### config.mk
export PLATFORM = sky130hd
export DESIGN_NAME = pmcd_ctrl
export DESIGN_NICKNAME = d
export VERILOG_FILES = /design/src/hw/pmcd_pkg.sv /design/src/hw/pmcd_sync.sv /design/src/hw/pmcd_clk_div.sv /design/src/hw/pmcd_ctrl.sv
export SDC_FILE = /design/constraint.sdc
export NUM_CORES = 1
export LEC_CHECK = 0
export BUFFER_PORTS_ARGS = -buffer_cell sky130_fd_sc_hd__buf_2
export CORE_UTILIZATION = 45
export CTS_BUF_LIST = sky130_fd_sc_hd__clkbuf_4 sky130_fd_sc_hd__clkbuf_8
export CTS_CLUSTER_DIAMETER = 120
export DETAILED_ROUTE_END_ITERATION = 8
export GPL_ROUTABILITY_DRIVEN = 0
export GPL_TIMING_DRIVEN = 1
export PLACE_DENSITY = 0.7
export SYNTH_ARGS = -nofsm -noshare
export SYNTH_HDL_FRONTEND = slang
export SYNTH_SLANG_ARGS = --single-unit
### constraint.sdc
create_clock -name clk_sys -period 3.1 [get_ports clk_sys]
set_input_delay 0.155 -clock clk_sys [delete_from_list [all_inputs] [get_ports clk_sys]]
set_output_delay 0.155 -clock clk_sys [all_outputs]
set_load 0.02 [all_outputs]
### src/hw/pmcd_pkg.sv
package pmcd_pkg;
  // Register bus
  localparam int          ADDR_W         = 4;
  localparam int          DATA_W         = 32;
  localparam logic [3:0]  REG_VR         = 4'h0;
  localparam logic [3:0]  REG_PLL        = 4'h1;
  localparam logic [3:0]  REG_DIV        = 4'h2;
  localparam logic [3:0]  REG_STAT       = 4'h3;

  // regulator_control_reg fields
  localparam int          VR_LEVEL_LSB   = 0;
  localparam int          VR_VCODE_LSB   = 4;
  localparam int          VR_BYPASS_BIT  = 8;
  localparam logic [1:0]  VR_LEVEL_RST   = 2'h3;
  localparam logic [1:0]  VR_LEVEL_OFF   = 2'h0;
  localparam logic [3:0]  VR_VCODE_RST   = 4'h6;

  // pll_control_reg fields
  localparam int          PLL_MULT_LSB   = 0;
  localparam int          PLL_OFF_BIT    = 6;
  localparam int          PLL_BYPASS_BIT = 8;
  localparam int          PLL_SLEEP_BIT  = 9;
  localparam int          PLL_DEEP_BIT   = 10;
  localparam logic [5:0]  PLL_MULT_RST   = 6'h0a;
  localparam logic [5:0]  PLL_MULT_MIN   = 6'h01;

  // Divider register fields
  localparam int          DIV_SYS_LSB    = 0;
  localparam int          DIV_CORE_LSB   = 4;
  localparam logic [3:0]  DIV_SYS_RST    = 4'h5;
  localparam logic [1:0]  DIV_CORE_RST   = 2'h0;
  localparam logic [3:0]  DIV_ONE        = 4'h1;

  // Core voltage target
  localparam logic [11:0] VCORE_BASE_MV  = 12'h2bc;
  localparam logic [11:0] VCORE_STEP_MV  = 12'h032;

  // Status register fields
  localparam int          STAT_MODE_LSB  = 0;
  localparam int          STAT_MULT_LSB  = 4;
  localparam int          STAT_VMV_LSB   = 12;

  typedef enum {PMCD_FULL_ON, PMCD_ACTIVE, PMCD_SLEEP, PMCD_DEEP, PMCD_HIBER} pmcd_mode_t;

  function automatic logic [3:0] pmcd_core_ratio(input logic [1:0] sel);
    pmcd_core_ratio = 4'h1 << sel;
  endfunction : pmcd_core_ratio

  function automatic logic [11:0] pmcd_vcore_mv(input logic [3:0] code);
    pmcd_vcore_mv = VCORE_BASE_MV + 12'(code * VCORE_STEP_MV);
  endfunction : pmcd_vcore_mv
endpackage : pmcd_pkg

### src/hw/pmcd_sync.sv
`timescale 1ns/1ns
module pmcd_sync (
  // Clock and reset
  input  wire logic       clk_sys,
  input  wire logic       rst_n,
  // Asynchronous levels in, synchronised out
  input  wire logic [1:0] async_in,
  output logic      [1:0] sync_out
);
  logic [1:0] stage1;

  always_ff @(posedge clk_sys) begin
    if (!rst_n) begin
      stage1   <= 2'h0;
      sync_out <= 2'h0;
    end else begin
      stage1   <= async_in;
      sync_out <= stage1;
    end
  end
endmodule : pmcd_sync

### src/hw/pmcd_clk_div.sv
`timescale 1ns/1ns
module pmcd_clk_div (
  // Clock and reset
  input  wire logic       clk_sys,
  input  wire logic       rst_n,
  // Control
  input  wire logic [3:0] ratio,
  input  wire logic       run,
  // One enable pulse per output period
  output logic            tick
);
  logic [3:0] count;

  // New ratio only sampled at the wrap, so a period is never cut short
  always_ff @(posedge clk_sys) begin
    if (!rst_n) begin
      count <= 4'h0;
      tick  <= 1'b0;
    end else if (count == 4'h0) begin
      count <= (ratio > 4'h1) ? ratio - 4'h1 : 4'h0;
      tick  <= run;
    end else begin
      count <= count - 4'h1;
      tick  <= 1'b0;
    end
  end
endmodule : pmcd_clk_div

### src/hw/pmcd_ctrl.sv
// Added by the designer: the register addresses and strobed register access.
`timescale 1ns/1ns
module pmcd_ctrl (
  // Clock and reset
  input  wire logic                       clk_sys,
  input  wire logic                       rst_n,
  // Register port
  input  wire logic [pmcd_pkg::ADDR_W-1:0] reg_addr,
  input  wire logic [pmcd_pkg::DATA_W-1:0] reg_wdata,
  input  wire logic                       reg_wr,
  input  wire logic                       reg_rd,
  output logic      [pmcd_pkg::DATA_W-1:0] reg_rdata,
  // Wake sources, asynchronous
  input  wire logic                       wake_pin,
  input  wire logic                       rtc_wake,
  // DMA and asynchronous peripheral gating
  input  wire logic                       dma_l1_req,
  output logic                            dma_l1_grant,
  output logic                            async_access_en,
  // Clock enables
  output logic                            core_clock,
  output logic                            sys_clock,
  // PLL control
  output logic                            pll_enable,
  output logic                            pll_bypass,
  output logic      [5:0]                 pll_mult,
  // Regulator control
  output logic                            vreg_enable,
  output logic                            vreg_bypass,
  output logic      [11:0]                vcore_target_mv,
  // Pins and boot
  output logic                            pins_hiz,
  output logic                            boot_start
);
  import pmcd_pkg::*;

  pmcd_mode_t  mode;
  pmcd_mode_t  next_mode;
  logic [1:0]  level;
  logic [3:0]  vcode;
  logic        vr_byp;
  logic [5:0]  mult_req;
  logic        pll_off;
  logic        byp_bit;
  logic [3:0]  sys_sel;
  logic [1:0]  core_sel;
  logic [1:0]  wake_sync;
  logic [1:0]  wake_prev;
  logic        wake_rise;
  logic        rtc_rise;
  logic        wr_vr;
  logic        wr_pll;
  logic        wr_div;
  logic        running;
  logic        core_run;
  logic        sys_run;
  logic [3:0]  core_ratio;
  logic [3:0]  sys_ratio;
  logic [5:0]  w_mult;
  logic        mult_ok;
  logic        req_hiber;
  logic        req_deep;
  logic        req_sleep;
  logic        hib_exit;
  logic [31:0] next_rdata;

  // Shared write decode; all operands come in as arguments so assigns track them
  function automatic logic wr_hit(input logic wr, input logic [ADDR_W-1:0] addr,
                                  input logic [ADDR_W-1:0] idx);
    wr_hit = wr && (addr == idx);
  endfunction : wr_hit

  pmcd_sync u_sync (
    .clk_sys  (clk_sys),
    .rst_n    (rst_n),
    .async_in ({rtc_wake, wake_pin}),
    .sync_out (wake_sync)
  );

  // Edge flops reset to the idle low level, so no false edge follows reset
  always_ff @(posedge clk_sys) begin
    if (!rst_n) begin
      wake_prev <= 2'h0;
    end else begin
      wake_prev <= wake_sync;
    end
  end

  assign wake_rise = wake_sync[0] & ~wake_prev[0];
  assign rtc_rise  = wake_sync[1] & ~wake_prev[1];

  // Software runs only while the core clock does
  assign running = (mode == PMCD_FULL_ON) || (mode == PMCD_ACTIVE);
  assign wr_vr   = wr_hit(reg_wr && running, reg_addr, REG_VR);
  assign wr_pll  = wr_hit(reg_wr && running, reg_addr, REG_PLL);
  assign wr_div  = wr_hit(reg_wr && running, reg_addr, REG_DIV);
  assign w_mult  = reg_wdata[PLL_MULT_LSB +: 6];
  assign mult_ok = (w_mult >= PLL_MULT_MIN);

  // Requests act on the write itself; the sleep and deep bits are never stored, the Off level is
  assign req_hiber = wr_vr && (reg_wdata[VR_LEVEL_LSB +: 2] == VR_LEVEL_OFF);
  assign req_deep  = wr_pll && reg_wdata[PLL_DEEP_BIT];
  assign req_sleep = wr_pll && reg_wdata[PLL_SLEEP_BIT];
  assign hib_exit  = (mode == PMCD_HIBER) && (next_mode != PMCD_HIBER);

  // Mode sequencing
  always_comb begin
    next_mode = mode;
    case (mode)
      PMCD_FULL_ON, PMCD_ACTIVE: begin
        if (req_hiber) begin
          next_mode = PMCD_HIBER;
        end else if (req_deep) begin
          next_mode = PMCD_DEEP;
        end else if (req_sleep) begin
          next_mode = PMCD_SLEEP;
        end else if (wr_pll) begin
          next_mode = reg_wdata[PLL_BYPASS_BIT] ? PMCD_ACTIVE : PMCD_FULL_ON;
        end
      end
      PMCD_SLEEP: begin
        if (wake_rise || rtc_rise) begin
          next_mode = byp_bit ? PMCD_ACTIVE : PMCD_FULL_ON;
        end
      end
      PMCD_DEEP: begin
        // Only the RTC may wake it; rst_n covers the reset path
        if (rtc_rise) begin
          next_mode = PMCD_ACTIVE;
        end
      end
      PMCD_HIBER: begin
        // The reset pin wake path is the synchronous reset itself
        if (rtc_rise) begin
          next_mode = PMCD_FULL_ON;
        end
      end
      default: next_mode = PMCD_FULL_ON;
    endcase
  end

  // Reset returns any mode to Full-On, which also covers the reset wake
  always_ff @(posedge clk_sys) begin
    if (!rst_n) begin
      mode <= PMCD_FULL_ON;
    end else begin
      mode <= next_mode;
    end
  end

  // Boot pulse on leaving hibernation
  always_ff @(posedge clk_sys) begin
    if (!rst_n) begin
      boot_start <= 1'b0;
    end else begin
      boot_start <= hib_exit;
    end
  end

  // Regulator control register
  always_ff @(posedge clk_sys) begin
    if (!rst_n) begin
      level  <= VR_LEVEL_RST;
      vcode  <= VR_VCODE_RST;
      vr_byp <= 1'b0;
    end else if (hib_exit) begin
      level  <= VR_LEVEL_RST;
      vcode  <= VR_VCODE_RST;
      vr_byp <= 1'b0;
    end else if (wr_vr) begin
      level  <= reg_wdata[VR_LEVEL_LSB +: 2];
      vcode  <= reg_wdata[VR_VCODE_LSB +: 4];
      vr_byp <= reg_wdata[VR_BYPASS_BIT];
    end
  end

  // PLL control register
  always_ff @(posedge clk_sys) begin
    if (!rst_n) begin
      mult_req <= PLL_MULT_RST;
      pll_off  <= 1'b0;
      byp_bit  <= 1'b0;
    end else if (mode == PMCD_DEEP && next_mode == PMCD_ACTIVE) begin
      // Deep Sleep wakes into Active, so the stored bypass must agree
      byp_bit  <= 1'b1;
    end else if (hib_exit) begin
      mult_req <= PLL_MULT_RST;
      pll_off  <= 1'b0;
      byp_bit  <= 1'b0;
    end else if (wr_pll) begin
      // A zero multiplier is not a legal setting and is dropped
      if (mult_ok) begin
        mult_req <= w_mult;
      end
      pll_off <= reg_wdata[PLL_OFF_BIT];
      byp_bit <= reg_wdata[PLL_BYPASS_BIT];
    end
  end

  // Applied multiplier: held while bypassed, loaded on Full-On
  always_ff @(posedge clk_sys) begin
    if (!rst_n) begin
      pll_mult <= PLL_MULT_RST;
    end else if (next_mode == PMCD_FULL_ON) begin
      // A write that leaves Active carries its own multiplier straight in
      pll_mult <= (wr_pll && mult_ok) ? w_mult : mult_req;
    end
  end

  // Divider register, zero system divide ignored
  always_ff @(posedge clk_sys) begin
    if (!rst_n) begin
      sys_sel  <= DIV_SYS_RST;
      core_sel <= DIV_CORE_RST;
    end else if (wr_div) begin
      if (reg_wdata[DIV_SYS_LSB +: 4] != 4'h0) begin
        sys_sel <= reg_wdata[DIV_SYS_LSB +: 4];
      end
      core_sel <= reg_wdata[DIV_CORE_LSB +: 2];
    end
  end

  // Bypassed PLL passes the input clock straight through
  assign core_ratio = (mode == PMCD_ACTIVE) ? DIV_ONE : pmcd_core_ratio(core_sel);
  assign sys_ratio  = (mode == PMCD_ACTIVE) ? DIV_ONE : sys_sel;
  assign core_run   = running;
  assign sys_run    = running || (mode == PMCD_SLEEP);

  // Each divider reloads only at its wrap, so no period is ever cut short
  pmcd_clk_div u_core_div (
    .clk_sys (clk_sys),
    .rst_n   (rst_n),
    .ratio   (core_ratio),
    .run     (core_run),
    .tick    (core_clock)
  );

  pmcd_clk_div u_sys_div (
    .clk_sys (clk_sys),
    .rst_n   (rst_n),
    .ratio   (sys_ratio),
    .run     (sys_run),
    .tick    (sys_clock)
  );

  // PLL follows the mode; software may stop it only while in Active
  always_ff @(posedge clk_sys) begin
    if (!rst_n) begin
      pll_enable <= 1'b1;
      pll_bypass <= 1'b0;
    end else begin
      pll_enable <= (mode == PMCD_FULL_ON) || (mode == PMCD_SLEEP) ||
                    (mode == PMCD_ACTIVE && !pll_off);
      pll_bypass <= (mode == PMCD_ACTIVE);
    end
  end

  // Regulator outputs; a bypassed regulator is simply left off
  always_ff @(posedge clk_sys) begin
    if (!rst_n) begin
      vreg_enable     <= 1'b1;
      vreg_bypass     <= 1'b0;
      vcore_target_mv <= pmcd_vcore_mv(VR_VCODE_RST);
    end else begin
      vreg_enable     <= (mode != PMCD_HIBER) && !vr_byp;
      vreg_bypass     <= vr_byp;
      vcore_target_mv <= (mode == PMCD_HIBER) ? 12'h000 : pmcd_vcore_mv(vcode);
    end
  end

  // Pins and access gating
  always_ff @(posedge clk_sys) begin
    if (!rst_n) begin
      pins_hiz        <= 1'b0;
      async_access_en <= 1'b1;
    end else begin
      pins_hiz        <= (mode == PMCD_HIBER);
      async_access_en <= (mode != PMCD_DEEP) && (mode != PMCD_HIBER);
    end
  end

  // Grant lags the request a cycle and stays high at most one cycle past Full-On or Active
  always_ff @(posedge clk_sys) begin
    if (!rst_n) begin
      dma_l1_grant <= 1'b0;
    end else begin
      dma_l1_grant <= dma_l1_req && running;
    end
  end

  // Read word built from the live registers, captured by the strobe below
  always_comb begin
    next_rdata = '0;
    if (reg_addr == REG_VR) begin
      next_rdata[VR_LEVEL_LSB +: 2] = level;
      next_rdata[VR_VCODE_LSB +: 4] = vcode;
      next_rdata[VR_BYPASS_BIT]     = vr_byp;
    end else if (reg_addr == REG_PLL) begin
      next_rdata[PLL_MULT_LSB +: 6] = mult_req;
      next_rdata[PLL_OFF_BIT]       = pll_off;
      next_rdata[PLL_BYPASS_BIT]    = byp_bit;
    end else if (reg_addr == REG_DIV) begin
      next_rdata[DIV_SYS_LSB +: 4]  = sys_sel;
      next_rdata[DIV_CORE_LSB +: 2] = core_sel;
    end else if (reg_addr == REG_STAT) begin
      next_rdata[STAT_MODE_LSB +: 3] = 3'(mode);
      next_rdata[STAT_MULT_LSB +: 6] = pll_mult;
      next_rdata[STAT_VMV_LSB +: 12] = vcore_target_mv;
    end
  end

  // Read port, data valid the cycle after the strobe
  always_ff @(posedge clk_sys) begin
    if (!rst_n) begin
      reg_rdata <= '0;
    end else if (reg_rd) begin
      reg_rdata <= next_rdata;
    end
  end
endmodule : pmcd_ctrl

==> Word level (Yosys, flattened, before mapping) <==
Cells that the tools add are included.
{ "classes": {"n_addsub": 5, "multipliers": 1, "magnitude_cmp": 3, "eq_ne": 15, "shift": 1, "mux": 44, "bitwise_logic": 6, "reduce_logical": 40} }
{ "ops": {"columns": ["cell", "n"], "rows": [
  ["$mux 32", 7],
  ["$eq 32x2->1 const B", 4],
  ["$pmux 32 s4", 1],
  ["$eq 32x3->1 const B", 3],
  ["$logic_not 32->1", 3],
  ["$ne 32x4->1 const B", 2],
  ["$mux 12", 3],
  ["$eq 32x1->1 const B", 1],
  ["$eq 32x4->1 const B", 1],
  ["$ne 32x3->1 const B", 1],
  ["$mux 6", 5],
  ["$mux 4", 7],
  ["$sub 4x1->4 const B", 4],
  ["$logic_and 1x1->1", 14],
  ["$logic_not 4->1", 3],
  ["$mux 1", 12],
  ["$add 10x10->11 const A", 1],
  ["$mux 11", 1],
  ["$mux 10", 1],
  ["$mul 4x5->9 const B", 1],
  ["$eq 4x2->1 const B", 2],
  ["$gt 4x1->1 const B", 2],
  ["$reduce_and 2->1", 4],
  ["$mux 7", 1],
  ["other kinds (16)", 31]
]} }
{ "totals": {"ff_bits": 116, "output_inout_bits": 60, "wordCells": 143} }

==> Logic depth before layout (Yosys ltp) <==
{ "depth": {"depth_word": 13, "ltp_mapped": 12, "depth_no_buf": 11} }

==> Cells and area by module <==
Synthesis repeated with hierarchy kept, for this count alone.
{ "hier_totals": {"hier_cells": 472, "area_unflattened_um2": 4678.2} }
{ "modules_own_cells": {"columns": ["mod", "n_inst", "cells_each", "area_each_um2", "seq_area_each_um2"], "rows": [
  ["pmcd_ctrl", 1, 392, 3935.0, 1981.9],
  ["pmcd_clk_div", 2, 36, 319.1, 100.1],
  ["pmcd_sync", 1, 8, 105.1, 80.1]
]} }

==> Worst setup path after synthesis <==
OpenSTA, ideal clock, no wires.
{ "synth_timing": {"kind": "reg-to-reg", "startpoint": "reg mode[3]", "endpoint": "reg u_sys_div.count[3]", "setup_ns": 0.065, "t_arrival_ns": 2.486, "path_slack_ns": 0.549, "path_stages_with_launch": 12, "path_cell_list": "dfxtp_1 > nor4_4 > nand4_4 > nor3_1 > or2_2 > inv_1 > ha_1 > nor2_1 > nor3_1 > or3_1 > o21a_1 > nor2_1"} }
{ "synth_via": {"elab_chain_cells": 5} }
{ "synth_rtl": {"columns": ["item", "line_no", "rtl"], "rows": [
  ["start: declaration", "pmcd_ctrl.sv:37", "pmcd_mode_t mode;"],
  ["start signal: assignment", "pmcd_ctrl.sv:147", "mode <= next_mode;"],
  ["$eq 32x2->1 (*)", "pmcd_ctrl.sv:225", "assign sys_ratio = (mode == PMCD_ACTIVE) ? DIV_ONE : sys_sel;"],
  ["$mux 4 (*)", "pmcd_ctrl.sv:225", null],
  ["$sub 4x1->4 / $gt 4x1->1 (equally long branches)", "pmcd_clk_div.sv:20", "count <= (ratio > 4'h1) ? ratio - 4'h1 : 4'h0;"],
  ["$mux 4 (*)", "pmcd_clk_div.sv:20", null],
  ["$mux 4 (*)", "pmcd_clk_div.sv:19", "end else if (count == 4'h0) begin"],
  ["end signal: assignment", "pmcd_clk_div.sv:20", null],
  ["end signal: assignment", "pmcd_clk_div.sv:23", "count <= count - 4'h1;"],
  ["end: declaration", "pmcd_clk_div.sv:12", "logic [3:0] count;"]
]} }
Every way passes the cells marked *; elsewhere a longest branch is shown, timed or not.
A chain may end at the register's enable or synchronous reset.

==> Final worst setup path <==
{ "layout_timing": {"startpoint": "reg mode[1]", "endpoint": "reg u_sys_div.count[3]"} }
The elaborated chain is that of the path after synthesis.

==> results.cfg <==
[setup_path]
path_class = reg2reg
worstSetupStartpointType = flip-flop
cp.required_ns = 3.45
cp_top_family = simple AND/OR/NAND/NOR gates
crit_top_cell = nor2_1
endpoint_kind = flip-flop
max_stage_delay_ns = 0.43
path_cells = nor2_1 -> nand2_1 -> nor3_1 -> buf_4 -> or2_2 -> inv_1 -> ha_1 -> nor2_1 -> nor3_1 -> or3_1 -> o21a_1 -> nor2_1
path_max_fanout = 9
crit_slowest_cell = nor2_1
arrival_ns = 2.92
cp_num_buf_inv = 2

[logic_synthesis]
synth_seq_cells = 113
syn_area_um2 = 4640
synth.most_common_cell = dfxtp_1
synthTopCellsByCount = dfxtp_1 (113), nor2_1 (67), a21oi_1 (23)
synth_area_leader_cell = dfxtp_1
synthCells = 466
avgSynthCellArea_um2 = 9.97
seq_area_frac_synth_pct = 48.7
yosysUniqueCellTypes = 55
synth_edf_count = 0
synth_top_area_share_pct = 48.7
synthFlopType = dfxtp_1
synth_area_leaders = dfxtp_1 (49%), nor2_1 (5.4%), ha_1 (4.3%)
ys_warn_count = 0
async_reset_ff_share_pct = 0

[clocking]
htree_num_levels = 4
clockRootBuffer = clkbuf_8
cts_tree = built
clkLatencyLatePin_ns = 0.42
cts_buffer_depth = 2
cts.sinks = 113
cts-resized-gates = 0
post_cts_buffers = 0
clk_pin_slew_ns = 0.07
cts_buffers = 17

[global_routing]
grt_max_degree = 30
overflow = 0
antenna_found_initial = 0
grt_pass1_wl_um = 16100
grt_pass1_vias = 3385
grt_util_all_layers_pct = 19.3

[timing]
tns_ns = 0
finalHoldViolations = 0
fmax_mhz = 390
rsz0062_at_grt = no
period_share_pct = 82.7
max_slew.worst_pin.slew_ns = 0.737
timing.final.ws_setup_ns = 0.535
slew_headroom_pct = 50.5
setup_viol = 0
drv_slew = 0
finClkSkew_ns = 0.00835
period_needed_ns = 2.56

[power_and_ir_drop]
power_density_nw_per_um2 = 618
max-vdd-ir-drop_mv = 0.314
leakage_nw = 2.37

[drt]
drcViolationCount = 0
drtPass1Iterations = 5
via_count = 3657
drt-initial-drc-count = 252
drt_wl_total_um = 10100
ant_nets = 0
vias_per_cell = 5.07
wire_per_inst_um = 14.1

[floorplan]
num_io_pins = 103
core-area_um2 = 9910
die_x_um = 104
rows = 36
initial_core_util_pct = 46.9
dieArea_um2 = 10700
die_y_um = 104

[placed_design]
hpwlAfterDp_um = 7310
portBuffers = 67
dpl.cell_count = 685
preCtsSetupSlack_ns = 0.574

[layout]
syn2layout_area_growth_pct = 22.2
nets = 635
drive_above_1_share_pct = 22.4
diodes = 0
instances_no_fill = 721

[flow_run]
drv_cap = 0

[status]
outcome = finished clean

[hold_path]
worstHoldPathType = in2reg
[metrics by stage]
step                utilization, %  hold slack, ns  area [um2]  total power, W
global placement              52.3           0.360        5180         0.00195
finish                        57.3          0.0314        5670         0.00351
CTS                           57.3         0.00495        5670         0.00354
floorplan                        -           0.282        4800         0.00189
global route                  57.3         0.00751        5670         0.00367
detailed placement            52.3           0.366        5180         0.00197
[registers in the layout (all words and copies together) (netlist names), 2 cells and up]
signal,count
u_core_div.count,4
vcore_target_mv,10
u_sync.stage1,2
reg_rdata,20
wake_prev,2
mult_req,6
mode,32
core_sel,2
level,2
sys_sel,4
u_sys_div.count,4
u_sync.sync_out,2
pll_mult,6
vcode,4
[area by class of cell]
cell class / count / area, um2
Tap cell: 133 / 166
Inverter: 21 / 78.8
Timing Repair Buffer: 77 / 420
Multi-Input combinational cell: 345 / 2300
Clock buffer: 21 / 264
Sequential cell: 113 / 2260
Clock inverter: 11 / 186
Fill cell: 884 / 4240
[placed cells by master, fill, tap and decap left out, types with 6 or more instances in the layout]
master	count
dfxtp_1	113
nor2_1	67
buf_2	67
conb_1	43
a21oi_1	23
inv_1	20
nand2_1	19
a22oi_1	17
o21ai_0	17
clkbuf_8	17
ha_1	16
nor3_1	13
mux2i_1	11
nor4_4	8
and2_1	8
xnor2_1	8
nand3_1	6
nand2b_1	6
nor2b_1	6
and3_1	6
buf_4	6
[what timing repair did]
| item | 4_1_cts | 5_1_grt |
|---|---|---|
| endpoints found under the setup margin | 0 | 0 |
| endpoints found under the hold margin | 4 | 0 |
| hold buffers | 4 | 0 |
[cell families (layout without fill, tap and decap cells)]
| kind of cell | count (synthesis) | in the layout | share of synthesized area, % |
|---|---|---|---|
| and+or+nand+nor | 163 | 163 | 20.6 |
| xor gates and xnor gates | 10 | 10 | 1.89 |
| AOI/OAI and AO/OA | 93 | 93 | 13.4 |
| other | 1 | 43 | 0.0807 |
| muxes | 19 | 19 | 5.28 |
| DFF | 113 | 113 | 48.7 |
| buffers and inverters | 50 | 130 | 5.25 |
| adders and majority gates | 17 | 17 | 4.74 |
[worst reg2reg max path, stage by stage, from the launching register on]
cell and delay (ns):
dfxtp_1 0.40, nor2_1 0.43, nand2_1 0.13, nor3_1 0.16, buf_4 0.18, or2_2 0.12
inv_1 0.04, ha_1 0.20, nor2_1 0.15, nor3_1 0.07, or3_1 0.36, o21a_1 0.17
nor2_1 0.08
[report_power, final]
part | internal [W] | switching, W
Sequential | 0.00152 | 0.0000460
Combinational | 0.000157 | 0.000219
Clock | 0.000988 | 0.000574
[worst paths after layout]
path	start	depth (start not counted)	endpoint	slack [ns]
setup / recovery	mode[1]$_SDFF_PN0_	12	u_sys_div.count[3]$_SDFF_PN0_	0.54
hold / removal	reg_wdata[2]	2	sys_sel[2]$_SDFFE_PN1P_	0.03
hold reg to reg	u_sync.stage1[1]$_SDFF_PN0_	1	u_sync.sync_out[1]$_SDFF_PN0_	0.43
setup reg to reg	mode[1]$_SDFF_PN0_	12	u_sys_div.count[3]$_SDFF_PN0_	0.54
[routing by layer]
metal	GRT usage [%]	vias up	part of all wire [%]
met5	0	-	0
met4	9.11	0	1.6
met3	6.17	17	6.5
met2	31.4	141	49
met1	23.2	1689	43
li1	-	1810	-
Power figures use the tool's default switching activity.
